**src/rtl/tmc_consts.svh**
```systemverilog
`ifndef TMC_CONSTS_SVH
`define TMC_CONSTS_SVH

// ----------------------------------------
// Widths
// ----------------------------------------
`define TMC_CNT_W 16
`define TMC_BYTE_W 8

// ----------------------------------------
// Reset values
// ----------------------------------------
`define TMC_CNT_RST 16'h0000
`define TMC_BYTE_RST 8'h00

// ----------------------------------------
// Clock select field codes
// ----------------------------------------
`define TMC_CK_SYS4 3'h0
`define TMC_CK_SYS 3'h1
`define TMC_CK_FH16 3'h2
`define TMC_CK_FH64 3'h3
`define TMC_CK_SUB0 3'h4
`define TMC_CK_SUB1 3'h5
`define TMC_CK_EXT_R 3'h6
`define TMC_CK_EXT_F 3'h7

// ----------------------------------------
// Prescaler terminal counts
// ----------------------------------------
`define TMC_SYS4_LAST 2'h3
`define TMC_FH16_LAST 4'hf
`define TMC_FH64_LAST 6'h3f

// ----------------------------------------
// Pin function codes (capture edge / compare action)
// ----------------------------------------
`define TMC_PF_00 2'h0
`define TMC_PF_01 2'h1
`define TMC_PF_10 2'h2
`define TMC_PF_11 2'h3

// ----------------------------------------
// Synchroniser lanes
// ----------------------------------------
`define TMC_PIN_N 3
`define TMC_PIN_EXT 0
`define TMC_PIN_CAP 1
`define TMC_PIN_SUB 2

// ----------------------------------------
// Compare P low byte of the full count
// ----------------------------------------
`define TMC_P_LOW 8'hff

`endif

```
**src/rtl/tmc_pkg.sv**
```systemverilog
package tmc_pkg;
  // Operating modes
  typedef enum logic [1:0] {
    TMC_MODE_CMP = 2'h0,
    TMC_MODE_CAP = 2'h1,
    TMC_MODE_PWM = 2'h2,
    TMC_MODE_TMR = 2'h3
  } tmc_mode_e;
  // Byte access selects
  typedef enum logic [2:0] {
    TMC_SEL_CNT_L = 3'h0,
    TMC_SEL_CNT_H = 3'h1,
    TMC_SEL_A_L = 3'h2,
    TMC_SEL_A_H = 3'h3,
    TMC_SEL_P = 3'h4
  } tmc_sel_e;
  // Single pulse states, one-hot
  typedef enum logic [1:0] {
    TMC_SP_IDLE = 2'b01,
    TMC_SP_RUN = 2'b10
  } tmc_sp_e;
  // Control bits
  typedef struct packed {
    logic cnt_on;
    logic pause;
    logic [2:0] clk_sel;
    tmc_mode_e mode;
    logic [1:0] pin_func;
    logic out_init;
    logic pol;
    logic cclr;
    logic single;
    logic cap_src;
  } tmc_cfg_s;
  // Byte access request
  typedef struct packed {
    logic rd;
    logic wr;
    tmc_sel_e sel;
    logic [7:0] wdata;
  } tmc_req_s;
endpackage

```
**src/rtl/tmc_core.sv**
```systemverilog
// Overview of operation
// - Count equals comparator: interrupt, clear, pin change
// - Clock select field picks counter clock
// - External clock pin clocks or counts events
// - Comparators A and P each raise interrupt
// - External clock edge rising or falling
// - External clock pin triggers single pulse
// - Capture edge rising, falling or both
// - Periodic capture may use external clock pin
// - First standard instance lacks external clock
// - Compare match drives pin high, low, toggle
// - Output pin carries PWM waveform
// - High bytes direct, low bytes via buffer
// - Buffer loads only on high byte read or low compare write
// - Low compare write fills buffer only
// - High compare write also loads low byte
// - High read latches low byte into buffer
// - Low byte read returns the buffer
// - 16-bit counter, P compares top byte
// - Counter on rising edge clears counter
`timescale 1ns/10ps
`include "tmc_consts.svh"
module tmc_core
  import tmc_pkg::*;
#(
  parameter bit HAS_EXT_CLK = 1'b1
) (
  // Clock, reset, enable
  input wire logic i_clk,
  input wire logic i_rstn,
  input wire logic i_ce,
  // Control bits
  input wire tmc_cfg_s i_cfg,
  // Byte access
  input wire tmc_req_s i_req,
  output logic [7:0] o_rdata,
  output logic o_rd_valid,
  // Internal clock sources
  input wire logic i_fh_tick,
  input wire logic i_sub_clk,
  // Pins
  input wire logic i_ext_clk_pin,
  input wire logic i_cap_pin,
  output logic o_timer_out,
  // Compare and capture events
  output logic o_irq_a,
  output logic o_irq_p
);

  // ----------------------------------------
  // Pin synchronisers
  // ----------------------------------------
  logic [`TMC_PIN_N-1:0] pin_raw;
  logic [`TMC_PIN_N-1:0] sync1_ff;
  logic [`TMC_PIN_N-1:0] sync2_ff;
  logic [`TMC_PIN_N-1:0] sync3_ff;
  logic [`TMC_PIN_N-1:0] pin_rise;
  logic [`TMC_PIN_N-1:0] pin_fall;

  // Gather asynchronous inputs
  assign pin_raw = {i_sub_clk, i_cap_pin, i_ext_clk_pin};

  // Two-stage sync plus one delay stage for edges
  generate
    for (genvar gi = 0; gi < `TMC_PIN_N; gi++) begin : g_sync
      always_ff @(posedge i_clk or negedge i_rstn) begin
        if (!i_rstn) begin
          sync1_ff[gi] <= 1'b0;
          sync2_ff[gi] <= 1'b0;
          sync3_ff[gi] <= 1'b0;
        end else if (i_ce) begin
          sync1_ff[gi] <= pin_raw[gi];
          sync2_ff[gi] <= sync1_ff[gi];
          sync3_ff[gi] <= sync2_ff[gi];
        end
      end
      // Edges from settled stages only
      assign pin_rise[gi] = sync2_ff[gi] & ~sync3_ff[gi];
      assign pin_fall[gi] = ~sync2_ff[gi] & sync3_ff[gi];
    end
  endgenerate

  // ----------------------------------------
  // Core state
  // ----------------------------------------
  logic on_ff;
  logic [`TMC_CNT_W-1:0] cnt_ff;
  logic [`TMC_CNT_W-1:0] a_ff;
  logic [`TMC_BYTE_W-1:0] p_ff;
  logic [`TMC_BYTE_W-1:0] buf_ff;
  logic [1:0] sysdiv_ff;
  logic [5:0] fhdiv_ff;
  logic lvl_ff;
  logic out_ff;
  tmc_sp_e sp_ff;
  logic irq_a_ff;
  logic irq_p_ff;
  logic [`TMC_BYTE_W-1:0] rdata_ff;
  logic rd_valid_ff;

  logic nxt_on;
  logic [`TMC_CNT_W-1:0] nxt_cnt;
  logic [`TMC_CNT_W-1:0] nxt_a;
  logic [`TMC_BYTE_W-1:0] nxt_p;
  logic [`TMC_BYTE_W-1:0] nxt_buf;
  logic [1:0] nxt_sysdiv;
  logic [5:0] nxt_fhdiv;
  logic nxt_lvl;
  logic nxt_out;
  tmc_sp_e nxt_sp;
  logic nxt_irq_a;
  logic nxt_irq_p;
  logic [`TMC_BYTE_W-1:0] nxt_rdata;
  logic nxt_rd_valid;

  // Derived events
  logic ext_rise, ext_fall, tick, on_rise, pulse_mode;
  logic run, step, hit_a, hit_p, trig, rd_go;
  logic cap_rise, cap_fall, cap_edge, cap_evt;

  // External pin absent on the first standard instance
  assign ext_rise = HAS_EXT_CLK & pin_rise[`TMC_PIN_EXT];
  assign ext_fall = HAS_EXT_CLK & pin_fall[`TMC_PIN_EXT];

  // Counter clock source selection
  always_comb begin
    case (i_cfg.clk_sel)
      `TMC_CK_SYS4: tick = (sysdiv_ff == `TMC_SYS4_LAST);
      `TMC_CK_SYS: tick = 1'b1;
      `TMC_CK_FH16: tick = i_fh_tick & (fhdiv_ff[3:0] == `TMC_FH16_LAST);
      `TMC_CK_FH64: tick = i_fh_tick & (fhdiv_ff == `TMC_FH64_LAST);
      `TMC_CK_SUB0: tick = pin_rise[`TMC_PIN_SUB];
      `TMC_CK_SUB1: tick = pin_rise[`TMC_PIN_SUB];
      `TMC_CK_EXT_R: tick = ext_rise;
      `TMC_CK_EXT_F: tick = ext_fall;
      default: tick = 1'b0;
    endcase
  end

  // Match, capture and trigger qualifiers
  assign on_rise = i_cfg.cnt_on & ~on_ff;
  assign pulse_mode = (i_cfg.mode == TMC_MODE_PWM) & i_cfg.single;
  assign run = i_cfg.cnt_on & ~i_cfg.pause & (~pulse_mode | (sp_ff == TMC_SP_RUN));
  assign step = run & tick;
  assign hit_a = step & (cnt_ff == a_ff) & (i_cfg.mode != TMC_MODE_CAP);
  assign hit_p = step & (cnt_ff == {p_ff, `TMC_P_LOW});
  assign cap_rise = i_cfg.cap_src ? ext_rise : pin_rise[`TMC_PIN_CAP];
  assign cap_fall = i_cfg.cap_src ? ext_fall : pin_fall[`TMC_PIN_CAP];
  assign trig = pulse_mode & i_cfg.cnt_on & ext_rise & (sp_ff == TMC_SP_IDLE);
  assign rd_go = i_req.rd & ~i_req.wr;

  // Capture edge choice
  always_comb begin
    case (i_cfg.pin_func)
      `TMC_PF_00: cap_edge = cap_rise;
      `TMC_PF_01: cap_edge = cap_fall;
      `TMC_PF_10: cap_edge = cap_rise | cap_fall;
      default: cap_edge = 1'b0;
    endcase
  end
  assign cap_evt = (i_cfg.mode == TMC_MODE_CAP) & i_cfg.cnt_on & cap_edge;

  // ----------------------------------------
  // Next state
  // ----------------------------------------
  always_comb begin
    nxt_on = i_cfg.cnt_on;
    nxt_cnt = cnt_ff;
    nxt_a = a_ff;
    nxt_p = p_ff;
    nxt_buf = buf_ff;
    nxt_sysdiv = sysdiv_ff + 2'h1;
    nxt_fhdiv = i_fh_tick ? fhdiv_ff + 6'h01 : fhdiv_ff;
    nxt_lvl = lvl_ff;
    nxt_sp = sp_ff;
    nxt_irq_a = hit_a | cap_evt;
    nxt_irq_p = hit_p;
    nxt_rdata = rdata_ff;
    nxt_rd_valid = rd_go;
    // Counter and output pin
    if (on_rise) begin
      nxt_cnt = `TMC_CNT_RST;
      nxt_lvl = i_cfg.out_init;
      nxt_sp = TMC_SP_IDLE;
    end else begin
      if (step) begin
        if ((hit_a & (i_cfg.cclr | pulse_mode)) | (hit_p & ~i_cfg.cclr)) begin
          nxt_cnt = `TMC_CNT_RST;
        end else begin
          nxt_cnt = cnt_ff + 16'h0001;
        end
      end
      case (i_cfg.mode)
        TMC_MODE_CMP: begin
          if (hit_a) begin
            case (i_cfg.pin_func)
              `TMC_PF_01: nxt_lvl = 1'b0;
              `TMC_PF_10: nxt_lvl = 1'b1;
              `TMC_PF_11: nxt_lvl = ~lvl_ff;
              default: nxt_lvl = lvl_ff;
            endcase
          end
        end
        TMC_MODE_PWM: begin
          if (pulse_mode) begin
            case (sp_ff)
              TMC_SP_IDLE: begin
                if (trig) begin
                  nxt_sp = TMC_SP_RUN;
                  nxt_lvl = 1'b1;
                end
              end
              TMC_SP_RUN: begin
                if (hit_a) begin
                  nxt_sp = TMC_SP_IDLE;
                  nxt_lvl = 1'b0;
                end
              end
              default: nxt_sp = TMC_SP_IDLE;
            endcase
          end else if (step) begin
            nxt_lvl = (nxt_cnt < a_ff);
          end
        end
        default: nxt_lvl = lvl_ff;
      endcase
    end
    // Byte access through the shared buffer
    if (i_req.wr) begin
      if (i_req.sel == TMC_SEL_A_L) begin
        nxt_buf = i_req.wdata;
      end else if (i_req.sel == TMC_SEL_A_H) begin
        nxt_a = {i_req.wdata, buf_ff};
      end else if (i_req.sel == TMC_SEL_P) begin
        nxt_p = i_req.wdata;
      end
    end else if (i_req.rd) begin
      if (i_req.sel == TMC_SEL_CNT_H) begin
        nxt_rdata = cnt_ff[15:8];
        nxt_buf = cnt_ff[7:0];
      end else if (i_req.sel == TMC_SEL_A_H) begin
        nxt_rdata = a_ff[15:8];
        nxt_buf = a_ff[7:0];
      end else if (i_req.sel == TMC_SEL_P) begin
        nxt_rdata = p_ff;
      end else begin
        nxt_rdata = buf_ff;
      end
    end
    // Capture wins over a software write of the same cycle
    if (cap_evt) begin
      nxt_a = cnt_ff;
    end
    nxt_out = nxt_lvl ^ i_cfg.pol;
  end

  // ----------------------------------------
  // Registers
  // ----------------------------------------
  always_ff @(posedge i_clk or negedge i_rstn) begin
    if (!i_rstn) begin
      on_ff <= 1'b0;
      cnt_ff <= `TMC_CNT_RST;
      a_ff <= `TMC_CNT_RST;
      p_ff <= `TMC_BYTE_RST;
      buf_ff <= `TMC_BYTE_RST;
      sysdiv_ff <= 2'h0;
      fhdiv_ff <= 6'h00;
      lvl_ff <= 1'b0;
      out_ff <= 1'b0;
      sp_ff <= TMC_SP_IDLE;
      irq_a_ff <= 1'b0;
      irq_p_ff <= 1'b0;
      rdata_ff <= `TMC_BYTE_RST;
      rd_valid_ff <= 1'b0;
    end else if (i_ce) begin
      on_ff <= nxt_on;
      cnt_ff <= nxt_cnt;
      a_ff <= nxt_a;
      p_ff <= nxt_p;
      buf_ff <= nxt_buf;
      sysdiv_ff <= nxt_sysdiv;
      fhdiv_ff <= nxt_fhdiv;
      lvl_ff <= nxt_lvl;
      out_ff <= nxt_out;
      sp_ff <= nxt_sp;
      irq_a_ff <= nxt_irq_a;
      irq_p_ff <= nxt_irq_p;
      rdata_ff <= nxt_rdata;
      rd_valid_ff <= nxt_rd_valid;
    end
  end

  // Outputs straight from flip-flops
  assign o_rdata = rdata_ff;
  assign o_rd_valid = rd_valid_ff;
  assign o_timer_out = out_ff;
  assign o_irq_a = irq_a_ff;
  assign o_irq_p = irq_p_ff;
endmodule

```
**config.mk**
```make
export PLATFORM = sky130hd
export DESIGN_NAME = tmc_core
export DESIGN_NICKNAME = d
export VERILOG_FILES = /design/src/rtl/tmc_pkg.sv /design/src/rtl/tmc_core.sv
export VERILOG_INCLUDE_DIRS = /design/src /design/src/rtl
export SDC_FILE = /design/constraint.sdc
export NUM_CORES = 1
export LEC_CHECK = 0
export ABC_AREA = 0
export BUFFER_PORTS_ARGS = -buffer_cell sky130_fd_sc_hd__buf_2
export CORE_MARGIN = 5
export CORE_UTILIZATION = 55
export CTS_CLUSTER_DIAMETER = 40
export CTS_CLUSTER_SIZE = 8
export DETAILED_ROUTE_END_ITERATION = 6
export GPL_TIMING_DRIVEN = 0
export PLACE_DENSITY = 0.74
export SLEW_MARGIN = 20
export SYNTH_ARGS = -nofsm -noshare
export SYNTH_HDL_FRONTEND = slang
export SYNTH_SLANG_ARGS = --single-unit
```
**constraint.sdc**
```tcl
create_clock -name i_clk -period 7.8 [get_ports i_clk]
set_input_delay 0 -clock i_clk [delete_from_list [all_inputs] [get_ports i_clk]]
set_output_delay 0 -clock i_clk [all_outputs]
set_load 0.02 [all_outputs]
```
[Word-level counts from Yosys, hierarchy flattened]
Cells that the tools add are included.
Word-level totals
  register bits: 81
  input bits: 34
  output and inout port bits: 12
Operators by class
  add/subtract/negate cells: 3
  magnitude comparators: 1
  eq/ne operators: 28
  mux-type cells: 35
  bitwise gates (word level): 42
  reduce and logical (&&, ||, !) cells: 16
Operators by type and width (count)
  two-way mux 16 bit: 8
  two-way mux 8 bit: 8
  equality test 16 bit: 2
  bitwise AND 1 bit: 23
  adder 16 x 1 -> 16 bit (second input constant): 1
  < comparator 16 bit: 1
  equality test 3 bit (second input constant): 5
  inverter 1 bit: 13
  equality test 3 x 2 -> 1 bit (second input constant): 4
  equality test 2 bit (second input constant): 5
  two-way mux 2 bit: 5
  AND reduction 5 bit: 2
  nonzero test 2 bit: 5
  two-way mux 1 bit: 8
  AND reduction 4 bit: 2
  case mux 1 bit (7 select lines): 1
  adder 6 x 1 -> 6 bit (second input constant): 1
  equality test 2 x 1 -> 1 bit (second input constant): 3
  equality test 3 x 1 -> 1 bit (second input constant): 2
  equality test 6 bit (second input constant): 1
  inequality test 3 bit (second input constant): 2
  case mux 1 bit (3 select lines): 2
  bitwise OR 1 bit: 5
  equality test 4 bit (second input constant): 1
  12 further kinds: 15

[Longest topological paths before layout]
Gate-level depths: netlist of run 1.
  depth in word-level cells: 19
  depth in mapped cells: 18
  depth with buffers taken out: 17

[Worst setup path before layout of run 1]
OpenSTA, ideal clock, no wires.
  kind: register -> register
  from: register fhdiv_ff[0]
  to: register out_ff (netlist: o_timer_out)
  library setup time: 0.079 ns
  arrival time: 3.411 ns
  required time: 7.721 ns
  setup slack: 4.309 ns
  cell stages (with the launch flop): 17
  buffers on the path: 1
  path through: dfrtp_1 ha_1 nand3_1 o311ai_4 nand3_2 a2111oi_2 nand2b_1 buf_2 nor2_1 ha_1 nand4_1 nor3_1 a2111oi_0 o211ai_1 o211ai_1 a211oi_1 mux2i_1
On the way
  longest elaborated chain between the ends: 17
Ends and longest elaborated chain
  start, declared: line tmc_core.sv:92  | logic [5:0] fhdiv_ff;
  start signal, assigned: line tmc_core.sv:283  | fhdiv_ff <= nxt_fhdiv;
  equality test 6 bit (no source line) or equality test 4 bit (tied branches)
  bitwise AND 1 bit, on equally long branches: line tmc_core.sv:131, tmc_core.sv:130
  case mux 1 bit (7 select lines) (*): line tmc_core.sv:127  | case (i_cfg.clk_sel)
  bitwise AND 1 bit (*): line tmc_core.sv:144  | assign step = run & tick;
  bitwise AND 1 bit (2 in a row): line tmc_core.sv:145  | assign hit_a = step & (cnt_ff == a_ff) & (i_cfg.mode != TMC_MODE_CAP);
  bitwise AND 1 bit: line tmc_core.sv:187  | if ((hit_a & (i_cfg.cclr | pulse_mode)) | (hit_p & ~i_cfg.cclr)) begin
  bitwise OR 1 bit: line tmc_core.sv:187
  two-way mux 16 bit: line tmc_core.sv:187
  two-way mux 16 bit: line tmc_core.sv:186  | if (step) begin
  two-way mux 16 bit: line tmc_core.sv:181  | if (on_rise) begin
  < comparator 16 bit: line tmc_core.sv:222  | nxt_lvl = (nxt_cnt < a_ff);
  two-way mux 1 bit: line tmc_core.sv:221  | end else if (step) begin
  two-way mux 1 bit: line tmc_core.sv:205  | if (pulse_mode) begin
  case mux 1 bit (2 select lines) (*): line tmc_core.sv:193  | case (i_cfg.mode)
  two-way mux 1 bit (*): line tmc_core.sv:181
  XOR 1 bit (*): line tmc_core.sv:254  | nxt_out = nxt_lvl ^ i_cfg.pol;
  end signal, assigned: line tmc_core.sv:285  | out_ff <= nxt_out;
  end, declared: line tmc_core.sv:94  | logic out_ff;
Mark *: on every way between the ends. The rest lies on a longest branch, timed or not. The select of a mux whose other input is x is not followed.
A chain may end at the register's enable or synchronous reset.

[Worst setup path after layout of run 1]
  from: register cnt_ff[15]
  to: register out_ff (netlist: o_timer_out)
On the way
  longest elaborated chain between the ends: 14
Ends and longest elaborated chain
  start, declared: line tmc_core.sv:87  | logic [`TMC_CNT_W-1:0] cnt_ff;
  start signal, assigned: line tmc_core.sv:263  | cnt_ff <= `TMC_CNT_RST;
  start signal, assigned: line tmc_core.sv:278  | cnt_ff <= nxt_cnt;
  equality test 16 bit: line tmc_core.sv:145
  bitwise AND 1 bit (2 in a row): line tmc_core.sv:145
  bitwise AND 1 bit: line tmc_core.sv:187
  bitwise OR 1 bit: line tmc_core.sv:187
  two-way mux 16 bit: line tmc_core.sv:187
  two-way mux 16 bit: line tmc_core.sv:186
  two-way mux 16 bit: line tmc_core.sv:181
  < comparator 16 bit: line tmc_core.sv:222
  two-way mux 1 bit: line tmc_core.sv:221
  two-way mux 1 bit: line tmc_core.sv:205
  case mux 1 bit (2 select lines) (*): line tmc_core.sv:193
  two-way mux 1 bit (*): line tmc_core.sv:181
  XOR 1 bit (*): line tmc_core.sv:254
Marks and branches as above.

==> results.toml, run 1 <==
[status]
status = "finished clean"

[logic_synthesis]
post-synth-top-area-cell = "dfrtp_1"
yosysSeqAreaShare = 0.379
ys_top_cells_by_area = "dfrtp_1 37%, mux2i_1 9.2%, mux2_2 6.3%"
ys_types = 59
syn-mean-instance-area_um2 = 9.41
async_flop_share = 1.00
synth_common_cells = "80 x dfrtp_1, 49 x mux2i_1, 47 x nand2_1, 36 x a21oi_1, 35 x nor2_1"
yosys_warnings = 0
syn-cell-area_um2 = 5350
syn_inst = 568
synth_enable_flop_cells = 0
syn-num-nets = 622
synth_ff_type = "dfrtp_1"
synth_top_area_share = 0.375
synth.most_common_cell = "dfrtp_1"
ys_ff_latch = 81

[critical_path]
worstPathArrival_ps = 4860
crit_chain = "clkbuf_1, xor2_1, nor4_1, nand4_1, a2111oi_2, nand2b_1, buf_2, nor2_1, ha_1, nand4_1, nor3_1, nor4b_1, a31oi_1, a211oi_1, mux2i_1"
required_ps = 8090
path_buf_inv = 2
critical_path.max_fanout = 10
cpLargestDelayFamily = "simple AND/OR/NAND/NOR gates"
critPathMostFrequentCell = "nand4_1"
startpoint_type = "register"
slowest_delay_ps = 430
critPathSlowestCell = "a2111oi_2"
crit_type = "register to register"
end_kind = "register"

[clocking]
cts_tree = "built"
cts-resized-gates = 0
numCtsBuffers = 9
clock_path_buffers = 2
cts.sinks = 81
clock_latency_ps = 370
clk_pin_slew_ps = 100
cts_root_buf = "clkbuf_8"
h-tree-depth = 3

[timing]
worst_slew_pin_slew_ps = 948
hold_viol_final = 0
setup_tns_ps = 0
skew_ps = 13.7
setup_viol = 0
rsz0062_at_grt = "no"
timing.slew.headroom = 0.366
fmax_mhz = 219
period_minus_slack_ps = 4560
drv_slew = 0
fin_crit_sh = 0.585

[pwr]
ir_worst_vdd_uv = 155
power.internal_uw = 832
seq_power_share = 0.469
cellPowerDensity_nw_per_um2 = 220
finalPower_uw = 1340
pwr-share-comb = 0.303
leakage_uw = 0.00277
power_switching_uw = 506
swShare = 0.378
power_frac_clock = 0.228

[finish]
drive_gt1_frac = 0.175
final.fill_count = 813
diodes = 0
syn_to_final_growth_pct = 13.8
nets = 690

[route]
drcViolationCount = 0
dr_total_vias = 4611
post_drt_wl_per_cell_um = 18.3
drtIter0Drc = 287
drt_pass1_iterations = 5
ant_nets = 0
viasPerCell = 5.96
routed_wl_um = 14200

[floorplan]
io_pins = 46
start_util = 0.555
die_w_um = 109
core_um2 = 9640
dieArea_um2 = 11800
fp.dieH_um = 109
num_rows = 36

[global_routing]
grt_pass1_wl_um = 23000
grt_pass1_vias = 4684
grt-ovfl-total = 0
grt_max_degree = 54
track_usage = 0.253
antenna_found_initial = 0

[worst_hold_path]
hold_path_class = "input port to asynchronous set/reset pin"

[placement]
numPortBuffers = 41
gp_congestion = 0.909
hpwl_um = 10600

[run]
drv_cap = 0
[power groups by stage]
| stage | registers, uW | clock network, uW | logic, uW |
|---|---|---|---|
| 3_3_place_gp | 623 | 0 | 377 |
| 5_1_grt | 639 | 327 | 454 |
| 2_1_floorplan | 617 | 0 | 277 |
| 6_report | 628 | 305 | 405 |
| 3_5_place_dp | 632 | 0 | 396 |
| 4_1_cts | 624 | 308 | 405 |
[cell usage in the layout, fill, tap and decap left out, drive strengths merged, types with 4 or more instances in the layout]
cell type / instances
ha: 20
dlygate4sd3: 15
mux2: 30
a21o: 4
or4: 5
nand3: 14
a22o: 9
a211oi: 6
nor4: 7
nor2: 35
inv: 37
clkbuf: 29
a221oi: 8
nor2b: 5
a21oi: 36
nor3: 13
mux2i: 49
and3: 5
nand2: 47
xnor2: 23
nand4: 11
o21ai: 36
nand2b: 5
xor2: 20
dfrtp: 80
buf: 58
[state kept, by name, indices dropped and copies added (netlist names)]
register and flops:
a_ff 16, buf_ff 8, cnt_ff 16, fhdiv_ff 6, lvl_ff 1, o_irq_a 1
o_irq_p 1, o_rd_valid 1, o_rdata 8, o_timer_out 1, on_ff 1, p_ff 8
sp_ff 2, sync1_ff 3, sync2_ff 3, sync3_ff 3, sysdiv_ff 2
[metrics by stage]
step	cells	area, um2	setup WS, ps	util	hold WS, ps
final	774	6080	3240	0.631	91.5
after global routing	774	6080	3030	0.631	127
after CTS	774	6080	3310	0.631	107
after detailed placement	743	5750	3330	0.597	-32.8
after global placement	742	5720	3460	0.593	202
after floorplan	568	5350	4310	-	-296
[area by class of cell]
type,instances,area [um2],area share
Buffer,36,159,0.0261
Clock buffer,9,124,0.0204
Clock inverter,7,58.8,0.00966
Inverter,33,124,0.0204
Multi-Input combinational cell,418,3040,0.499
Sequential cell,81,2030,0.333
Tap cell,133,166,0.0273
Timing Repair Buffer,57,385,0.0633
[what timing repair did]
| item | 4_1_cts | 5_1_grt |
|---|---|---|
| buffers inserted | 0 | 0 |
| hold buffers | 15 | 0 |
| endpoints found under the hold margin | 103 | 0 |
[metal layers]
metal,GRT usage,share of wire,up-vias
met4,0.0983,0.032,0
li1,-,-,2156
met1,0.325,0.43,2230
met5,0,0,-
met2,0.423,0.48,182
met3,0.0448,0.061,43
[final timing paths]
| check | from | endpoint | slack, ps | cells after the start |
|---|---|---|---|---|
| worst max-delay path | cnt_ff[15] | o_timer_out | 3240 | 15 |
| worst min-delay path | i_rstn | a_ff[12] | 90 | 2 |
| worst max register to register | cnt_ff[15] | o_timer_out | 3240 | 15 |
| worst min register to register | sysdiv_ff[0] | sysdiv_ff[0] | 480 | 1 |
| max in group asynchronous | i_rstn | sp_ff[0] | 7050 | 3 |
| min in group i_clk | i_cfg[4] | lvl_ff | 130 | 5 |
[worst register-to-register path, stage by stage (launching register included)]
cell and delay [ps]:
dfrtp_1 330, clkbuf_1 310, xor2_1 150, nor4_1 350, nand4_1 340, a2111oi_2 430
nand2b_1 320, buf_2 270, nor2_1 80, ha_1 310, nand4_1 180, nor3_1 300
nor4b_1 330, a31oi_1 160, a211oi_1 380, mux2i_1 250
[logic make-up after synthesis]
family	after synthesis	share of synthesized area
AOI/OAI and AO/OA	116	0.142
xor gates and xnor gates	43	0.0705
adders and majority gates	20	0.0468
buffers and inverters	69	0.0529
DFF	81	0.379
muxes	79	0.155
and+or+nand+nor	160	0.153
(Power assumes the default switching activity.)
==> run 2, diff against run 1 <==
Settings changed: ABC_AREA 0 to 1, PLACE_DENSITY 0.74 to 0.75.
Clock period 7.8 ns to 4.7 ns, I/O delays scaled along.
==> run 2 against run 1 <==
Net effect:
- cell count is 18% higher
- non-clock buffer count is 8 lower
- synthesized cell count is 28% higher
- highest routed layer unchanged
- global-route usage is 1.1 points higher
- clock power is 77% higher
- die area is 2.9% lower
- clock skew is 0.62 ps higher
==> results.toml, run 2 <==
[status]
status = "finished clean"

[logic_synthesis]
ys_types = 40
syn-mean-instance-area_um2 = 7.12
synth_ff_type = "dfrtp_1"
syn-cell-area_um2 = 5170
post-synth-top-area-cell = "dfrtp_1"
synth_common_cells = "203 x nand2_1, 101 x inv_1, 93 x o21ai_0, 80 x dfrtp_1, 49 x nor2_1"
synth.most_common_cell = "nand2_1"
ys_ff_latch = 81
async_flop_share = 1.00
synth_enable_flop_cells = 0
yosysSeqAreaShare = 0.392
syn_inst = 727
yosys_warnings = 0
synth_top_area_share = 0.387
syn-num-nets = 781
ys_top_cells_by_area = "dfrtp_1 39%, nand2_1 15%, o21ai_0 9.0%"

[finish]
final.fill_count = 797
nets = 853
largestRegisters = "a_ff (16), cnt_ff (16)"
post-route-util = 0.644
final_cell_mix = "203 x nand2_1, 101 x inv_1, 93 x o21ai_0"
layout_commonest_cell = "nand2_1"
drive_gt1_frac = 0.101
diodes = 0
syn_to_final_growth_pct = 14.4

[critical_path]
crit_chain = "buf_2, inv_1, nand2_1, nand2_1, nand2_1, nor2_1, nand2_1, nor2_1, nand4_1, nand2_1, clkinv_1, o211ai_1, inv_1, ha_1, a21oi_1, o21a_1, o211ai_1, nor2_1, nand2_1, nand2_1, nand3_1, nand3_1, nand2_1, o21ai_1"
critPathSlowestCell = "clkinv_1"
required_ps = 4940
critPathMostFrequentCell = "nand2_1"
cpLargestDelayFamily = "simple AND/OR/NAND/NOR gates"
slowest_delay_ps = 460
end_kind = "register"
worstPathArrival_ps = 4450
critical_path.max_fanout = 10
r2r_start = "cnt_ff[10]"
startpoint_type = "register"
crit_type = "register to register"
worstSetupStartpoint = "cnt_ff[10]"
path_buf_inv = 4

[clocking]
clk_pin_slew_ps = 90
cts_root_buf = "clkbuf_8"
clock_path_buffers = 2
clock_latency_ps = 370
postCtsSetupBuffers = 0
numCtsBuffers = 9
h-tree-depth = 3
cts.sinks = 81
cts_tree = "built"

[floorplan]
dieArea_um2 = 11400
num_rows = 35
fp.dieH_um = 107
die_w_um = 107
io_pins = 46
core_um2 = 9200
start_util = 0.563

[timing]
worst_slew_pin_slew_ps = 836
rsz0062_at_grt = "no"
fin_crit_sh = 0.897
period_minus_slack_ps = 4220
whs_ps = 33.6
fmax_mhz = 237
setup_tns_ps = 0
timing.slew.headroom = 0.441
skew_ps = 14.3
drv_slew = 0
hold_viol_final = 0
setup_viol = 0

[pwr]
finalPower_uw = 2120
leakage_uw = 0.00297
cellPowerDensity_nw_per_um2 = 358
ir_worst_vdd_uv = 213

[placement]
numPortBuffers = 45
hpwl_um = 10900
gp_congestion = 0.961

[worst_hold_path]
hold_start = "i_cfg[4]"
hold_path_class = "input port to register"

[global_routing]
grt_pass1_wl_um = 23700
grt-ovfl-total = 0
grt_pass1_vias = 4911
antenna_found_initial = 0
track_usage = 0.264
grt_max_degree = 49

[route]
drcViolationCount = 0
viasPerCell = 5.61
drt_pass1_iterations = 5
post_drt_wl_per_cell_um = 16.0
ant_nets = 0
routed_wl_um = 14700
dr_total_vias = 5134
drtIter0Drc = 308

[run]
drv_cap = 0
[run 2: changes by cell type in the layout (fill, tap and decap cells not counted), moves of 15 or more]
cell	delta
a21oi_1	-15
nand2_1	+156
mux2i_1	-49
xnor2_1	-15
o21ai_0	+65
mux2_2	-30
o211ai_1	+22
inv_1	+69
[run 2: repair_timing]
action	4_1_cts	5_1_grt
hold buffers	15	0
resized for setup	0	0
endpoints found under the hold margin	69	0
[run 2: power breakdown]
| part | leakage, uW | switching, uW | total, uW | internal [uW] |
|---|---|---|---|---|
| Clock | 0.0000966 | 290 | 540 | 250 |
| Sequential | 0.00102 | 103 | 951 | 848 |
| Combinational | 0.00185 | 390 | 630 | 239 |
[run 2: per-stage QoR]
step           area, um2  worst slack (ps)  std cells
2_1_floorplan       5170              1760        727
3_3_place_gp        5540               679        883
3_5_place_dp        5570               660        884
4_1_cts             5920               627        915
5_1_grt             5920               223        915
6_report            5920               484        915
[run 2: final cells by class]
| cell class | count | area [um2] | area share |
|---|---|---|---|
| timing repair buffer | 61 | 405 | 0.0685 |
| sequential | 81 | 2030 | 0.343 |
| tap | 111 | 139 | 0.0235 |
| clock buffer | 9 | 124 | 0.0209 |
| inverter | 108 | 408 | 0.0689 |
| multi-input combinational | 514 | 2650 | 0.447 |
| buffer | 24 | 93.8 | 0.0159 |
| clock inverter | 7 | 76.3 | 0.0129 |
[run 2: tightest hold or removal path: stages]
cell,delay [ps]
buf_2,80
o21ai_0,80
inv_1,70
nand2_1,70
o21ai_1,70
[run 2: final timing paths]
path	slack [ps]	to	depth (start not counted)
max	480	lvl_ff	24
max in group asynchronous	3920	sp_ff[0]	3
max reg2reg	480	lvl_ff	24
min	30	lvl_ff	5
min in group asynchronous	120	o_rdata[7]	2
min reg2reg	480	fhdiv_ff[5]	1
[run 2: routing by layer]
metal | global-route usage | wire length, um
met2 | 0.443 | 6990
met4 | 0.0922 | 366
met3 | 0.0427 | 965
met1 | 0.346 | 6350
met5 | 0 | 0
[run 2: kinds of logic (layout without fill, tap and decap cells)]
logic type	Yosys count	in the layout	synth area share
buffers and inverters	132	209	0.0970
XOR/XNOR	19	19	0.0322
AND/OR/NAND/NOR	314	314	0.255
AO/OA/AOI/OAI	161	161	0.176
adder cells (fa/ha/maj)	20	20	0.0484
flip-flops	81	81	0.392
